<file path="config.mk">
export PLATFORM = sky130hd
export DESIGN_NAME = remote_command_channel
export DESIGN_NICKNAME = d
export VERILOG_FILES = /design/src/logic/remote_command_channel_pkg.sv /design/src/logic/checksum_byte_step.sv /design/src/logic/remote_command_channel.sv
export SDC_FILE = /design/constraint.sdc
export NUM_CORES = 1
export LEC_CHECK = 0
export ABC_AREA = 1
export BUFFER_PORTS_ARGS = -buffer_cell sky130_fd_sc_hd__buf_4
export CAP_MARGIN = 20
export CORE_UTILIZATION = 45
export CTS_CLUSTER_SIZE = 20
export DETAILED_ROUTE_END_ITERATION = 10
export MAX_ROUTING_LAYER = met4
export SLEW_MARGIN = 20
export SYNTH_ARGS = -nofsm -noshare
export SYNTH_HDL_FRONTEND = slang
export SYNTH_SLANG_ARGS = --single-unit
</file>
<file path="constraint.sdc">
create_clock -name clk_in -period 2.8 [get_ports clk_in]
set_input_delay 0.14 -clock clk_in [delete_from_list [all_inputs] [get_ports clk_in]]
set_output_delay 0.14 -clock clk_in [all_outputs]
set_load 0.03 [all_outputs]
</file>
<file path="src/logic/remote_command_channel_pkg.sv">
/*
  Constants, field positions and carrier types for the remote command channel.
  Assumes a single clock domain and a host that writes the channel register
  from logic on the same clock.
*/
// Function
// - Clear register on reset, then post ready pattern
// - Bit 0 set means host holds register
// - Bits 1-7 carry the command opcode
// - Bit 8 reports failure on completion
// - Option bit 9 clear enables console reporting
// - Bits 16-31 carry input data or result
// - Opcode 1 reads or writes a virtual half
// - Virtual register access never reports failure
// - Opcode 2 fills memory with data byte
// - Opcode 3 address zero, data via register one
// - Option 14 auto-increments address by access size
// - Option bits 12-13 encode the access size
// - Memory access ignores bit 9, no reporting
// - Illegal size fails with code one
// - Unsupported opcode fails with code two
// - Opcode 4 returns sixteen-bit checksum, registers kept
// - Opcode 5 puts a memory boundary in register one
// - Opcode 6 returns major and minor revision
// - Opcode 7 jumps, completion never signalled
// - Device sets holds flag after writing results
// - Bit numbering counts from the most significant end
package remote_command_channel_pkg;

  // ************************************************************
  // Channel register layout (bit 31 is the most significant bit).
  // ************************************************************
  localparam int unsigned HOLD_POS = 31;
  localparam int unsigned OPC_LSB = 24;
  localparam int unsigned FAIL_POS = 23;
  localparam int unsigned OPT_LSB = 16;
  localparam int unsigned DATA_LSB = 0;
  localparam int unsigned OPT_QUIET = 6;
  localparam int unsigned OPT_WRITE = 0;
  localparam int unsigned OPT_HALF = 1;
  localparam int unsigned OPT_SEL_LSB = 3;
  localparam int unsigned OPT_SIZE_LSB = 2;
  localparam logic [31:0] READY_PATTERN = 32'h8052_5354;
  localparam logic [31:0] CHAN_RESET = 32'h0000_0000;

  // ************************************************************
  // Opcodes, sizes and failure codes.
  // ************************************************************
  localparam logic [6:0] OPC_VREG = 7'h01;
  localparam logic [6:0] OPC_FILL = 7'h02;
  localparam logic [6:0] OPC_MEM = 7'h03;
  localparam logic [6:0] OPC_SUM = 7'h04;
  localparam logic [6:0] OPC_SIZE = 7'h05;
  localparam logic [6:0] OPC_REV = 7'h06;
  localparam logic [6:0] OPC_EXEC = 7'h07;
  localparam logic [1:0] SIZE_BYTE = 2'h0;
  localparam logic [1:0] SIZE_HALF = 2'h1;
  localparam logic [1:0] SIZE_WORD = 2'h2;
  localparam logic [15:0] ERR_SIZE = 16'h0001;
  localparam logic [15:0] ERR_OPCODE = 16'h0002;
  localparam logic [31:0] CRC_INIT = 32'hffff_ffff;
  localparam logic [31:0] CRC_POLY = 32'h04c1_1db6;

  // ************************************************************
  // Carrier types.
  // ************************************************************
  typedef struct packed {
    logic hold;
    logic [6:0] opcode;
    logic fail;
    logic [6:0] options;
    logic [15:0] data;
  } chan_t;

  typedef struct packed {
    logic req;
    logic we;
    logic [1:0] size;
    logic [31:0] addr;
    logic [31:0] wdata;
  } mem_req_t;

  typedef struct packed {
    logic jump;
    logic [31:0] jump_addr;
    logic [31:0] cpu_argument_register;
  } exec_t;

endpackage : remote_command_channel_pkg

</file>
<file path="src/logic/checksum_byte_step.sv">
/*
  Combinational checksum step: folds one byte into the running checksum
  and offers the finished sixteen-bit result of the current value.
  Assumes the caller holds the running value in its own register.
*/
`timescale 1ns/10ps
module checksum_byte_step
  import remote_command_channel_pkg::*;
(
  input wire logic [31:0] crc_in,
  input wire logic [7:0] byte_in,
  output logic [31:0] crc_out,
  output logic [15:0] sum_out
);

  // ************************************************************
  // Serial update, least significant data bit first.
  // ************************************************************
  always_comb begin
    logic [31:0] c;
    logic [31:0] flip;
    logic msb;
    c = crc_in;
    flip = '0;
    msb = 1'b0;
    for (int i = 0; i < 8; i++) begin
      msb = c[31];
      c = {c[30:0], 1'b0};
      if (msb ^ byte_in[i]) begin
        c = (c ^ CRC_POLY) | 32'h0000_0001;
      end
    end
    crc_out = c;
    for (int j = 0; j < 32; j++) begin
      flip[j] = crc_in[31 - j];
    end
    sum_out = ~flip[15:0];
  end

endmodule : checksum_byte_step

</file>
<file path="src/logic/remote_command_channel.sv">
/*
  Command interpreter behind the host channel register: decodes host
  commands, keeps four virtual registers, drives a local memory master
  and a jump request toward the local processor.
  Assumes the host writer and the local memory bus share clk_in, and that
  the memory bus answers each request with a one-cycle acknowledge.
*/
`timescale 1ns/10ps
module remote_command_channel
  import remote_command_channel_pkg::*;
#(
  parameter logic [31:0] RAM_START = 32'h0000_0000,
  parameter logic [31:0] RAM_END = 32'h0200_0000,
  parameter logic [31:0] FREE_START = 32'h0010_0000,
  parameter logic [31:0] FREE_END = 32'h01f0_0000,
  // Revision values are arbitrary.
  parameter logic [7:0] REV_MAJOR = 8'h01,
  parameter logic [7:0] REV_MINOR = 8'h00
) (
  input wire logic clk_in,
  input wire logic arst_n_in,
  input wire logic host_wr_in,
  input wire logic [31:0] host_wdata_in,
  output logic [31:0] chan_out,
  output mem_req_t mem_out,
  input wire logic mem_ack_in,
  input wire logic [31:0] mem_rdata_in,
  output exec_t exec_out,
  output logic report_out,
  output logic [6:0] report_opcode_out
);

  // ************************************************************
  // State and helpers.
  // ************************************************************
  typedef enum logic [2:0] {
    ST_INIT,
    ST_IDLE,
    ST_RUN,
    ST_MEM,
    ST_FILL,
    ST_SUM,
    ST_DONE
  } state_t;

  typedef struct packed {
    state_t state;
    chan_t chan;
    logic [3:0][31:0] vreg;
    logic [31:0] count;
    logic [31:0] crc;
    mem_req_t mem;
    exec_t exec;
    logic report;
    logic [6:0] report_opcode;
  } regs_t;

  regs_t st_r;
  regs_t st_nxt;
  logic [31:0] crc_step;
  logic [15:0] crc_sum;

  function automatic logic [31:0] size_bytes(input logic [1:0] sz);
    case (sz)
      SIZE_BYTE: size_bytes = 32'h0000_0001;
      SIZE_HALF: size_bytes = 32'h0000_0002;
      SIZE_WORD: size_bytes = 32'h0000_0004;
      default: size_bytes = 32'h0000_0000;
    endcase
  endfunction : size_bytes

  function automatic logic [31:0] size_mask(input logic [1:0] sz);
    case (sz)
      SIZE_BYTE: size_mask = 32'h0000_00ff;
      SIZE_HALF: size_mask = 32'h0000_ffff;
      default: size_mask = 32'hffff_ffff;
    endcase
  endfunction : size_mask

  checksum_byte_step u_sum (
    .crc_in(st_r.crc),
    .byte_in(mem_rdata_in[7:0]),
    .crc_out(crc_step),
    .sum_out(crc_sum)
  );

  // ************************************************************
  // Next state.
  // ************************************************************
  always_comb begin
    logic [1:0] sel;
    logic [1:0] sz;
    logic [6:0] opt;
    logic [31:0] msk;
    st_nxt = st_r;
    st_nxt.report = 1'b0;
    st_nxt.exec.jump = 1'b0;
    opt = st_r.chan.options;
    sel = {opt[OPT_SEL_LSB + 1], opt[OPT_SEL_LSB]};
    sz = {opt[OPT_SIZE_LSB + 1], opt[OPT_SIZE_LSB]};
    msk = size_mask(st_r.mem.size);
    case (st_r.state)
      ST_INIT: begin
        st_nxt.chan = chan_t'(READY_PATTERN);
        st_nxt.state = ST_IDLE;
      end
      ST_IDLE: begin
        if (host_wr_in) begin
          st_nxt.chan = chan_t'(host_wdata_in);
          if (!host_wdata_in[HOLD_POS]) begin
            st_nxt.state = ST_RUN;
          end
        end
      end
      ST_RUN: begin
        st_nxt.chan.fail = 1'b0;
        st_nxt.state = ST_DONE;
        st_nxt.report_opcode = st_r.chan.opcode;
        st_nxt.report = !opt[OPT_QUIET] && (st_r.chan.opcode != OPC_MEM);
        case (st_r.chan.opcode)
          OPC_VREG: begin
            if (opt[OPT_WRITE]) begin
              if (opt[OPT_HALF]) begin
                st_nxt.vreg[sel][31:16] = st_r.chan.data;
              end else begin
                st_nxt.vreg[sel][15:0] = st_r.chan.data;
              end
            end else begin
              st_nxt.chan.data = opt[OPT_HALF] ? st_r.vreg[sel][31:16] : st_r.vreg[sel][15:0];
            end
          end
          OPC_FILL: begin
            st_nxt.count = 32'h0000_0000;
            st_nxt.state = ST_FILL;
          end
          OPC_MEM: begin
            if (sz == 2'h3) begin
              st_nxt.chan.fail = 1'b1;
              st_nxt.chan.data = ERR_SIZE;
            end else begin
              st_nxt.mem.req = 1'b1;
              st_nxt.mem.we = opt[OPT_WRITE];
              st_nxt.mem.size = sz;
              st_nxt.mem.addr = st_r.vreg[0];
              st_nxt.mem.wdata = {st_r.vreg[1][31:16], st_r.chan.data} & size_mask(sz);
              st_nxt.state = ST_MEM;
            end
          end
          OPC_SUM: begin
            st_nxt.count = 32'h0000_0000;
            st_nxt.crc = CRC_INIT;
            st_nxt.state = ST_SUM;
          end
          OPC_SIZE: begin
            case ({opt[OPT_WRITE], opt[OPT_HALF]})
              2'h0: st_nxt.vreg[1] = RAM_START;
              2'h1: st_nxt.vreg[1] = RAM_END;
              2'h2: st_nxt.vreg[1] = FREE_START;
              default: st_nxt.vreg[1] = FREE_END;
            endcase
          end
          OPC_REV: begin
            st_nxt.chan.data = {REV_MAJOR, REV_MINOR};
          end
          OPC_EXEC: begin
            st_nxt.exec.jump = 1'b1;
            st_nxt.exec.jump_addr = st_r.vreg[0];
            st_nxt.exec.cpu_argument_register = st_r.vreg[2];
            st_nxt.state = ST_IDLE;
          end
          default: begin
            st_nxt.chan.fail = 1'b1;
            st_nxt.chan.data = ERR_OPCODE;
          end
        endcase
      end
      ST_MEM: begin
        if (mem_ack_in) begin
          st_nxt.mem.req = 1'b0;
          if (!st_r.mem.we) begin
            st_nxt.vreg[1] = mem_rdata_in & msk;
            st_nxt.chan.data = mem_rdata_in[15:0] & msk[15:0];
          end
          if (opt[OPT_HALF]) begin
            st_nxt.vreg[0] = st_r.vreg[0] + size_bytes(st_r.mem.size);
          end
          st_nxt.state = ST_DONE;
        end
      end
      ST_FILL: begin
        // Fill walks upward one byte per acknowledge; no alignment is promised.
        if (st_r.mem.req) begin
          if (mem_ack_in) begin
            st_nxt.mem.req = 1'b0;
            st_nxt.count = st_r.count + 32'h0000_0001;
          end
        end else if (st_r.count == st_r.vreg[1]) begin
          st_nxt.state = ST_DONE;
        end else begin
          st_nxt.mem.req = 1'b1;
          st_nxt.mem.we = 1'b1;
          st_nxt.mem.size = SIZE_BYTE;
          st_nxt.mem.addr = st_r.vreg[0] + st_r.count;
          st_nxt.mem.wdata = {24'h000000, st_r.chan.data[7:0]};
        end
      end
      ST_SUM: begin
        if (st_r.mem.req) begin
          if (mem_ack_in) begin
            st_nxt.mem.req = 1'b0;
            st_nxt.crc = crc_step;
            st_nxt.count = st_r.count + 32'h0000_0001;
          end
        end else if (st_r.count == st_r.vreg[1]) begin
          st_nxt.chan.data = crc_sum;
          st_nxt.state = ST_DONE;
        end else begin
          st_nxt.mem.req = 1'b1;
          st_nxt.mem.we = 1'b0;
          st_nxt.mem.size = SIZE_BYTE;
          st_nxt.mem.addr = st_r.vreg[0] + st_r.count;
          st_nxt.mem.wdata = 32'h0000_0000;
        end
      end
      ST_DONE: begin
        st_nxt.chan.hold = 1'b1;
        st_nxt.state = ST_IDLE;
      end
      default: begin
        st_nxt.state = ST_IDLE;
      end
    endcase
  end

  // ************************************************************
  // Registers.
  // ************************************************************
  always_ff @(posedge clk_in or negedge arst_n_in) begin
    if (!arst_n_in) begin
      st_r.state <= ST_INIT;
      st_r.chan <= chan_t'(CHAN_RESET);
      st_r.vreg <= '0;
      st_r.count <= '0;
      st_r.crc <= '0;
      st_r.mem <= '0;
      st_r.exec <= '0;
      st_r.report <= 1'b0;
      st_r.report_opcode <= '0;
    end else begin
      st_r <= st_nxt;
    end
  end

  assign chan_out = st_r.chan;
  assign mem_out = st_r.mem;
  assign exec_out = st_r.exec;
  assign report_out = st_r.report;
  assign report_opcode_out = st_r.report_opcode;

endmodule : remote_command_channel

</file>
### Word-level counts from Yosys, hierarchy flattened

Cells that the tools add are included.

* word-level logic and storage cells: 207
* memories kept: 0
* output and inout port bits: 173
* input port bits: 68
* bits in writable memories: 0
* bits in latches: 0
* memory bits (read-only): 0
* register bits after elaboration: 368

* bitwise operators: 20
* div/mod/pow operators: 0
* $lt $le $gt $ge: 2
* multiply operators: 0
* add/sub/neg operators: 3
* equality and inequality tests: 48
* multiplexer cells: 79
* shift-type cells: 0
* reduce and logical (&&, ||, !) cells: 33

Operators by type and width (count)
* 32-bit two-way mux: 15
* 68-bit two-way mux: 4
* 128-bit bitwise mux: 2
* 32-bit case mux with 2 select lines: 4
* 27-bit two-way mux: 8
* 67-bit case mux with 3 select lines: 1
* 64-bit two-way mux: 3
* 67-bit two-way mux: 2
* 65-bit two-way mux: 2
* 32-bit demux with 2-bit select: 2
* 128-bit two-way mux: 1
* 16-bit two-way mux: 8
* 64-bit case mux with 2 select lines: 1
* 13-bit NOT: 8
* 32-bit case mux with 3 select lines: 1
* 16-bit case mux with 5 select lines: 1
* 26-bit case mux with 3 select lines: 1
* 73-bit two-way mux: 1
* 32-bit adder: 2
* 32-bit AND: 2
* 32-bit binary-select mux with 2-bit select: 1
* 16-bit case mux with 4 select lines: 1
* 2-bit inequality test, second input constant: 19
* 35-bit two-way mux: 1
* 45 further kinds: 94

### Logic depth before layout (Yosys ltp)

Gate-level depths: netlist (run 1).

* depth in word-level cells: 19
* mapped depth: 17
* depth with buffers taken out: 16

### Cells and area by module

From an unflattened synthesis (run 1), not the netlist that was laid out.

* cells, all modules: 3501
* area total of the unflattened synthesis: 24128.1 um2

Modules (own cells, without submodules)
* remote_command_channel: area an instance 22855.7 um2, seq. area each 9208.8 um2, cells an instance 3280, instances 1
* checksum_byte_step: area an instance 1272.5 um2, seq. area each 0.0 um2, cells an instance 221, instances 1

### Least setup slack after synthesis (run 1)

OpenSTA, ideal clock, no wires.

* kind: register to register
* start: register st_r, in the netlist mem_out[65]
* end: register st_r[221] (netlist name)
* arrival time: 2.438 ns
* cell stages (with the launch flop): 18
* buffers on the path: 2
* setup slack: 0.236 ns
* setup time: 0.127 ns
* clock period less this slack: 2.564 ns
* data required time: 2.673 ns
* cell sequence: dfrtp_1 clkbuf_1 clkbuf_1 nor2_1 inv_1 fa_1 inv_1 nand2_1 nand2_1 nand2_1 nor3_1 nand2_1 nor2_1 nand2_1 nand3_1 nand2_1 nand2_1 o21ai_0

* cells in the longest elaborated chain, start to end: 9
* elaborated cells between the ends (all ways): 11
* classes of those cells: add/sub (1); eq/ne (2); mux (7); reduce/logical (1)

Ends and longest elaborated chain
* from (decl): line remote_command_channel.sv:58 `regs_t st_r;`
* from (signal assigned): line remote_command_channel.sv:250 `st_r <= st_nxt;`
* 2-bit == test (tied with other cells): line remote_command_channel.sv:64 `case (sz)`
* 3-bit case mux with 3 select lines *: line remote_command_channel.sv:64
* 32-bit two-way mux *: line remote_command_channel.sv:184 `if (opt[OPT_HALF]) begin`
* 32-bit two-way mux *: line remote_command_channel.sv:178 `if (mem_ack_in) begin`
* 32-bit two-way mux *: line remote_command_channel.sv:102 `case (st_r.state)`
* 32-bit adder *: line remote_command_channel.sv:185 `st_nxt.vreg[0] = st_r.vreg[0] + size_bytes(st_r.mem.size);`
* 32-bit two-way mux *: line remote_command_channel.sv:184
* 64-bit two-way mux *: line remote_command_channel.sv:178
* 64-bit case mux with 2 select lines *: line remote_command_channel.sv:102

Every way passes the cells marked *; elsewhere a longest branch is shown, timed or not. The select of a mux whose other input is x is not followed.
A chain may end at the register's enable or synchronous reset.

### Final worst setup path (run 1)

* start: register st_r[367] (netlist name)
* end: register st_r, in the netlist mem_out[19]

* cells in the longest elaborated chain, start to end: 3
* elaborated cells between the ends (all ways): 12
* classes of those cells: eq/ne (9); mux (1); reduce/logical (2)

Ends and longest elaborated chain
* 3-bit == test / 3-bit by 2-bit == test with 1-bit output (equally long branches)
* 2-bit inequality test (no source line) (tied with other cells)
* 7-bit AND reduction (no source line)

Several ways; a longest one is shown, not always the timed one.

==> results_dict.tcl, run 1 <==
set metrics [dict create \
    power_frac_seq_pct 30.2 \
    slew_headroom_pct 26.32 \
    p_int_mw 13.32 \
    slew_viol_final 0 \
    synth_edf_count 0 \
    crit_path_cell_trace "inv_2, nor2_4, inv_1, nor2_1, nor2_1, nand2_1, a21oi_4, nand3_2, o21ai_0" \
    finalCritPeriodShare_pct 95.81 \
    die_x_um 234.5 \
    ios 241 \
    cts_tree "yes" \
    cts_setup_buffers 0 \
    irDropWorstVdd_mv 0.6243 \
    detail_route.wl_per_cell_um 24.02 \
    fillCellCount 5421 \
    drc 0 \
    grt_use_total_pct 40.00 \
    start_util_pct 45.92 \
    holdWs_ns 0.03005 \
    portBuffers 240 \
    crit_top_cell "nor2_1" \
    synth_cell_type_count 54 \
    clkSlewWorstSetupHoldPaths_ns 0.07 \
    cts_num_sinks 368 \
    grt_pass1_wl_um 155800 \
    drtAntennaViolNets 0 \
    max_cap_violations 0 \
    htree_levels 2 \
    hp-class "in -> reg" \
    synth_top_family_by_area "simple AND/OR/NAND/NOR gates" \
    leakage_nw 14.30 \
    synth-compound-area-share_pct 11.83 \
    grt_pass1_vias 23970 \
    syn-num-nets 3677 \
    crit_required_ns 3.29 \
    ys_dominant_reg_cell "dfrtp_1" \
    comb_power_share_pct 45.9 \
    worstSetupPathType "reg -> reg" \
    clockRootBuffer "clkbuf_16" \
    arrival_ns 3.17 \
    areaGrowthSynthToFinish_pct 15.20 \
    vias 25180 \
    fin_nets 3826 \
    seq_area_frac_synth_pct 37.86 \
    viasPerCell 5.665 \
    start_kind "flop" \
    routed_wirelength_um 106800 \
    postSynthAreaPerCell_um2 6.810 \
    synth-adder-area-share_pct 1.965 \
    finClkSkew_ns 0.03237 \
    status "completed" \
    grt_max_degree 97 \
    power.switching_mw 11.82 \
    synth_xor_area_share_pct 2.989 \
    yosys.area_share.simple_pct 31.47 \
    synth-seq-cells 368 \
    place_worst_setup_slack_ns 0.1577 \
    dr.pass1.iters 6 \
    final_cell_mix "nand2_1 (1179), inv_1 (391), dfrtp_1 (367), buf_4 (367), nor2_1 (343)" \
    synth_warnings 0 \
    mostFrequentLayoutCell "nand2_1" \
    synth_mux_area_share_pct 0 \
    slowest_stage "nand3_2" \
    synthArstFlopShare_pct 100.0 \
    rows 84 \
    powerDensity_mw_per_mm2 897.1 \
    final_cells 4445 \
    gp_congestion 1.063 \
    fin_setup_tns_ns 0 \
    setup_ws_ns 0.1174 \
    rsz0062_at_grt "false" \
    placedCellCount 4339 \
    syn_inst 3572 \
    path_max_fanout 17 \
    cts_buffers 43 \
    final_core_util_pct 52.90 \
    ctsLongestPathBuffers 3 \
    overflow 0 \
    post-route-min-period_ns 2.683 \
    insertion_delay_ns 0.60 \
    fmax_ghz 0.3728 \
    die_h_um 234.5 \
    synth_area_mm2 0.02432 \
    swShare_pct 47.02 \
    setup_viol_count_final 0 \
    end_kind "flop" \
    drtIter0Drc 2875 \
    drive_above_1_share_pct 13.34 \
    finalHoldViolCount 0 \
    tightest_slew_ns 1.101 \
    clockPowerShare_pct 24.0 \
    antenna_found_initial 0 \
    max_stage_delay_ns 0.51 \
    dieArea_mm2 0.05499 \
    core-area_mm2 0.05297 \
    hpwl_um 83850 \
]
## worst max-delay path, delay by kind of cell (launching register included)
| family | cells | cell delay [ns] |
|---|---|---|
| simple gates | 5 | 0.90 |
| flops | 1 | 0.48 |
| compound gates | 2 | 0.68 |
| buf+inv | 2 | 0.49 |
## cell type report
type                            count  area [um2]  area share, %
Antenna cell                        2       5.005        0.01786
Clock buffer                       57        1210          4.318
Clock inverter                     22       279.0         0.9957
Inverter                          401        1510          5.389
Multi-Input combinational cell   2506       11770          41.99
Sequential cell                   368        9210          32.87
Tap cell                          688       860.8          3.072
Timing Repair Buffer              401        3181          11.35
## through the flow
step                      power [mW]  area (um2)
final                          25.14       28020
after global routing           26.24       28020
after CTS                      24.88       27990
after detailed placement       18.78       26250
after global placement         18.72       26250
after floorplan                14.40       24320
## kinds of logic after synthesis
family	Yosys count
flip-flops	368
XOR/XNOR	83
buffers and inverters	698
AND/OR/NAND/NOR	1873
adder cells (fa/ha/maj)	37
AO/OA/AOI/OAI	513
## worst paths after layout
check,start,endpoint,slack (ns),cells past startpoint
setup / recovery,st_r[367],mem_out[19],0.12,9
hold / removal,host_wr_in,chan_out[31],0.03,5
setup reg to reg,st_r[367],mem_out[19],0.12,9
hold reg to reg,chan_out[22],report_out,0.45,1
max in group asynchronous,arst_n_in,st_r[316],1.68,3
min in group asynchronous,arst_n_in,exec_out[47],0.16,2
## timing repair
action,in CTS,in global routing
resized for setup,0,9
endpoints found under the setup margin,0,8
hold buffers,25,0
hold endpoints to repair,110,0
## cells in the mapped netlist (all sizes together), types with 5 or more instances
master	number	area [um2]
nor2	358	1410
inv	401	1510
o2111ai	5	43.79
nand2	1186	4482
and2	5	31.28
a21oi	103	530.5
dfrtp	368	9209
o22ai	17	106.4
xor2	53	464.2
nand4	36	225.2
nor3	41	210.2
a211oi	5	42.54
xnor2	30	262.8
or2	5	31.28
a22oi	50	375.4
o211ai	8	60.06
buf	227	1605
a21boi	10	75.07
nand3b	10	75.07
o21ai	298	1503
nand3	228	1166
clkbuf	70	262.8
ha	35	437.9
## power by group through the flow
stage	logic, mW	registers, mW	clock network (mW)
after floorplan	7.41	6.99	0
after global placement	11.1	7.57	0
after detailed placement	11.2	7.59	0
after CTS	11.3	7.51	6.09
after global routing	12.4	7.61	6.26
final	11.5	7.58	6.02
## state kept, by name, indices dropped and copies added (netlist names)
register,count
st_r,195
mem_out,68
report_out,1
exec_out,65
report_opcode_out,7
chan_out,32
## layer usage
metal / track usage (%) / vias up / routed length, um
met3: 5.220 / 245 / 8728
met5: - / - / 0
li1: - / 11480 / -
met2: 60.98 / 1384 / 47710
met1: 52.24 / 12080 / 44150
met4: 20.00 / 0 / 6168
Note: power is estimated with default switching activity, not from simulation.
==> inputs of run 2 (changes only) <==
==> constraint.sdc (replaced) <==
create_clock -name clk_in -period 2.8 [get_ports clk_in]
set_input_delay 0.84 -clock clk_in [delete_from_list [all_inputs] [get_ports clk_in]]
set_output_delay 0.84 -clock clk_in [all_outputs]
set_load 0.03 [all_outputs]
==> run 2 against run 1 <==
Against the previous run:
- clock skew shrank 0.0069 ns
- critical path depth increased by 7
- sequential power grew 2%
- routed wire length is 4.4% lower
- utilization fell by 0.49 points
- register-to-register slack gained 0.097 ns
- first-iteration DRC count is 9.4% lower
- die area is the same
- via count down 2.3%
- total power about the same
- sequential cell count stayed put
- final cell count is 0.83% lower
- highest routed layer unchanged
==> results_dict.tcl, run 2 (synthesis gave the netlist of run 1 again) <==
set metrics [dict create \
    status "completed" \
    gp_congestion 1.068 \
    num_antenna_cells 0 \
    regMostFlops "st_r" \
    drtAntennaViolNets 0 \
    wl_met1_um 41690 \
    portBuffers 240 \
    core-area_mm2 0.05297 \
    vias 24610 \
    place_worst_setup_slack_ns 0.1853 \
    multi_input_area_mm2 0.01176 \
    dr.max_layer_used "met4" \
    post-route-min-period_ns 2.585 \
    cts_hold_buffers 0 \
    setup_ws_ns 0.2148 \
    overflow 0 \
    fin_setup_tns_ns 0 \
    grt_pass1_wl_um 150400 \
    die_x_um 234.5 \
    insertion_delay_ns 0.59 \
    rows 84 \
    viasPerCell 5.583 \
    met2WireLength_um 45910 \
    grt_pass1_vias 23480 \
    cts_buffers 44 \
    grt_max_degree 97 \
    drc 0 \
    detail_route.wl_per_cell_um 23.15 \
    irDropWorstVdd_mv 0.6470 \
    dr.pass1.iters 6 \
    final_cell_mix "nand2_1 (1180), inv_1 (391), dfrtp_1 (368)" \
    clockPowerShare_pct 24.8 \
    max_cap_violations 0 \
    power_frac_seq_pct 30.7 \
    ios 241 \
    clockRootBuffer "clkbuf_16" \
    fmax_ghz 0.3868 \
    tightest_slew_ns 0.8503 \
    arrival_ns 3.03 \
    die_h_um 234.5 \
    finalCritPeriodShare_pct 92.33 \
    cts_num_sinks 368 \
    r2r_slack_ns 0.21 \
    largest_register_ffs 195 \
    wl_met3_um 8906 \
    grt_use_total_pct 38.38 \
    fillCellCount 5327 \
    clkSlewWorstSetupHoldPaths_ns 0.06 \
    fin_nets 3794 \
    dieArea_mm2 0.05499 \
    mostFrequentLayoutCell "nand2_1" \
    start_util_pct 45.92 \
    htree_levels 2 \
    hp-class "in -> async" \
    hpwl_um 80630 \
    ctsLongestPathBuffers 3 \
    cts_tree "yes" \
    routed_wirelength_um 102000 \
    slew_viol_final 0 \
    drtIter0Drc 2606 \
    leakage_nw 14.17 \
    powerDensity_mw_per_mm2 905.0 \
    setup_viol_count_final 0 \
    p_int_mw 13.52 \
    crit_required_ns 3.24 \
    worstSetupPathType "reg -> reg" \
    antenna_found_initial 0 \
    end_kind "flop" \
    areaGrowthSynthToFinish_pct 14.14 \
    finalHoldViolCount 0 \
    cts_setup_buffers 0 \
    path_max_fanout 5 \
    slew_headroom_pct 43.31 \
    comb_power_share_pct 44.5 \
    start_kind "flop" \
    seq_area_mm2 0.009209 \
    finClkSkew_ns 0.02549 \
    drive_above_1_share_pct 13.12 \
    swShare_pct 46.19 \
    power.switching_mw 11.61 \
]
==> run 2: cell count changes in the layout (fill, tap and decap cells not counted), moves of 2 or more <==
| cell | delta |
|---|---|
| buf_12 | +2 |
| buf_4 | -10 |
| bufinv_16 | +2 |
| clkbuf_8 | +2 |
| clkinv_2 | -6 |
| diode_2 | -2 |
| dlygate4sd3_1 | -25 |
==> run 2: final cells by class <==
| cell class | instances | area share [%] |
|---|---|---|
| tap | 688 | 3.101 |
| clock inverter | 18 | 1.064 |
| inverter | 401 | 5.440 |
| multi-input combinational | 2506 | 42.34 |
| clock buffer | 59 | 4.457 |
| sequential | 368 | 33.17 |
| timing repair buffer | 368 | 10.43 |
==> run 2: repair_timing <==
action / 4_1_cts / 5_1_grt
hold endpoints to repair: 0 / 0
resized for setup: 0 / 5
endpoints found under the setup margin: 0 / 5
==> run 2: power by group through the flow <==
stage          clock (mW)  sequential (mW)  combinational, mW
6_report             6.23             7.71               11.2
3_3_place_gp            0             7.72               10.9
4_1_cts              6.28             7.66               11.0
5_1_grt              6.46             7.74               12.1
2_1_floorplan           0             6.99               7.41
3_5_place_dp            0             7.73               11.0
==> run 2: metal layers <==
layer / track usage, % / vias to the layer above
li1: - / 11420
met2: 58.92 / 1262
met3: 5.887 / 244
met5: - / -
met1: 49.57 / 11680
met4: 18.23 / 0
==> run 2: path summary, 6_finish.rpt <==
check	cells after the start	endpoint	from
setup / recovery	16	st_r[221]	mem_out[64]
hold / removal	1	exec_out[53]	arst_n_in
setup reg to reg	16	st_r[221]	mem_out[64]
hold reg to reg	2	exec_out[25]	exec_out[25]
max in group asynchronous	2	mem_out[67]	arst_n_in
min in group clk_in	2	exec_out[25]	exec_out[25]
==> run 2: metrics by stage <==
stage / cell area (um2) / hold slack [ns] / utilization, % / power, mW / cells
finish: 27760 / 0.1795 / 52.41 / 25.13 / 4408
global route: 27760 / 0.2144 / 52.41 / 26.26 / 4408
CTS: 27750 / 0.1870 / 52.38 / 24.93 / 4408
detailed placement: 26220 / 0.4605 / 49.49 / 18.68 / 4331
global placement: 26220 / 0.4568 / 49.49 / 18.61 / 4331
floorplan: 24320 / 0.4243 / - / 14.40 / 3572
==> run 2: critical path, stage by stage (launching register included) <==
cell and delay [ns]:
dfrtp_1 0.41, nor2_1 0.16, ha_1 0.20, inv_1 0.06
fa_1 0.36, inv_1 0.10, nand2_1 0.08, nand2_1 0.09
nand2_1 0.16, nor3_2 0.17, nand2_1 0.16, nor2_2 0.16
nand2_1 0.07, nand3_1 0.08, nand2_1 0.05, nand2_1 0.06
o21ai_0 0.08
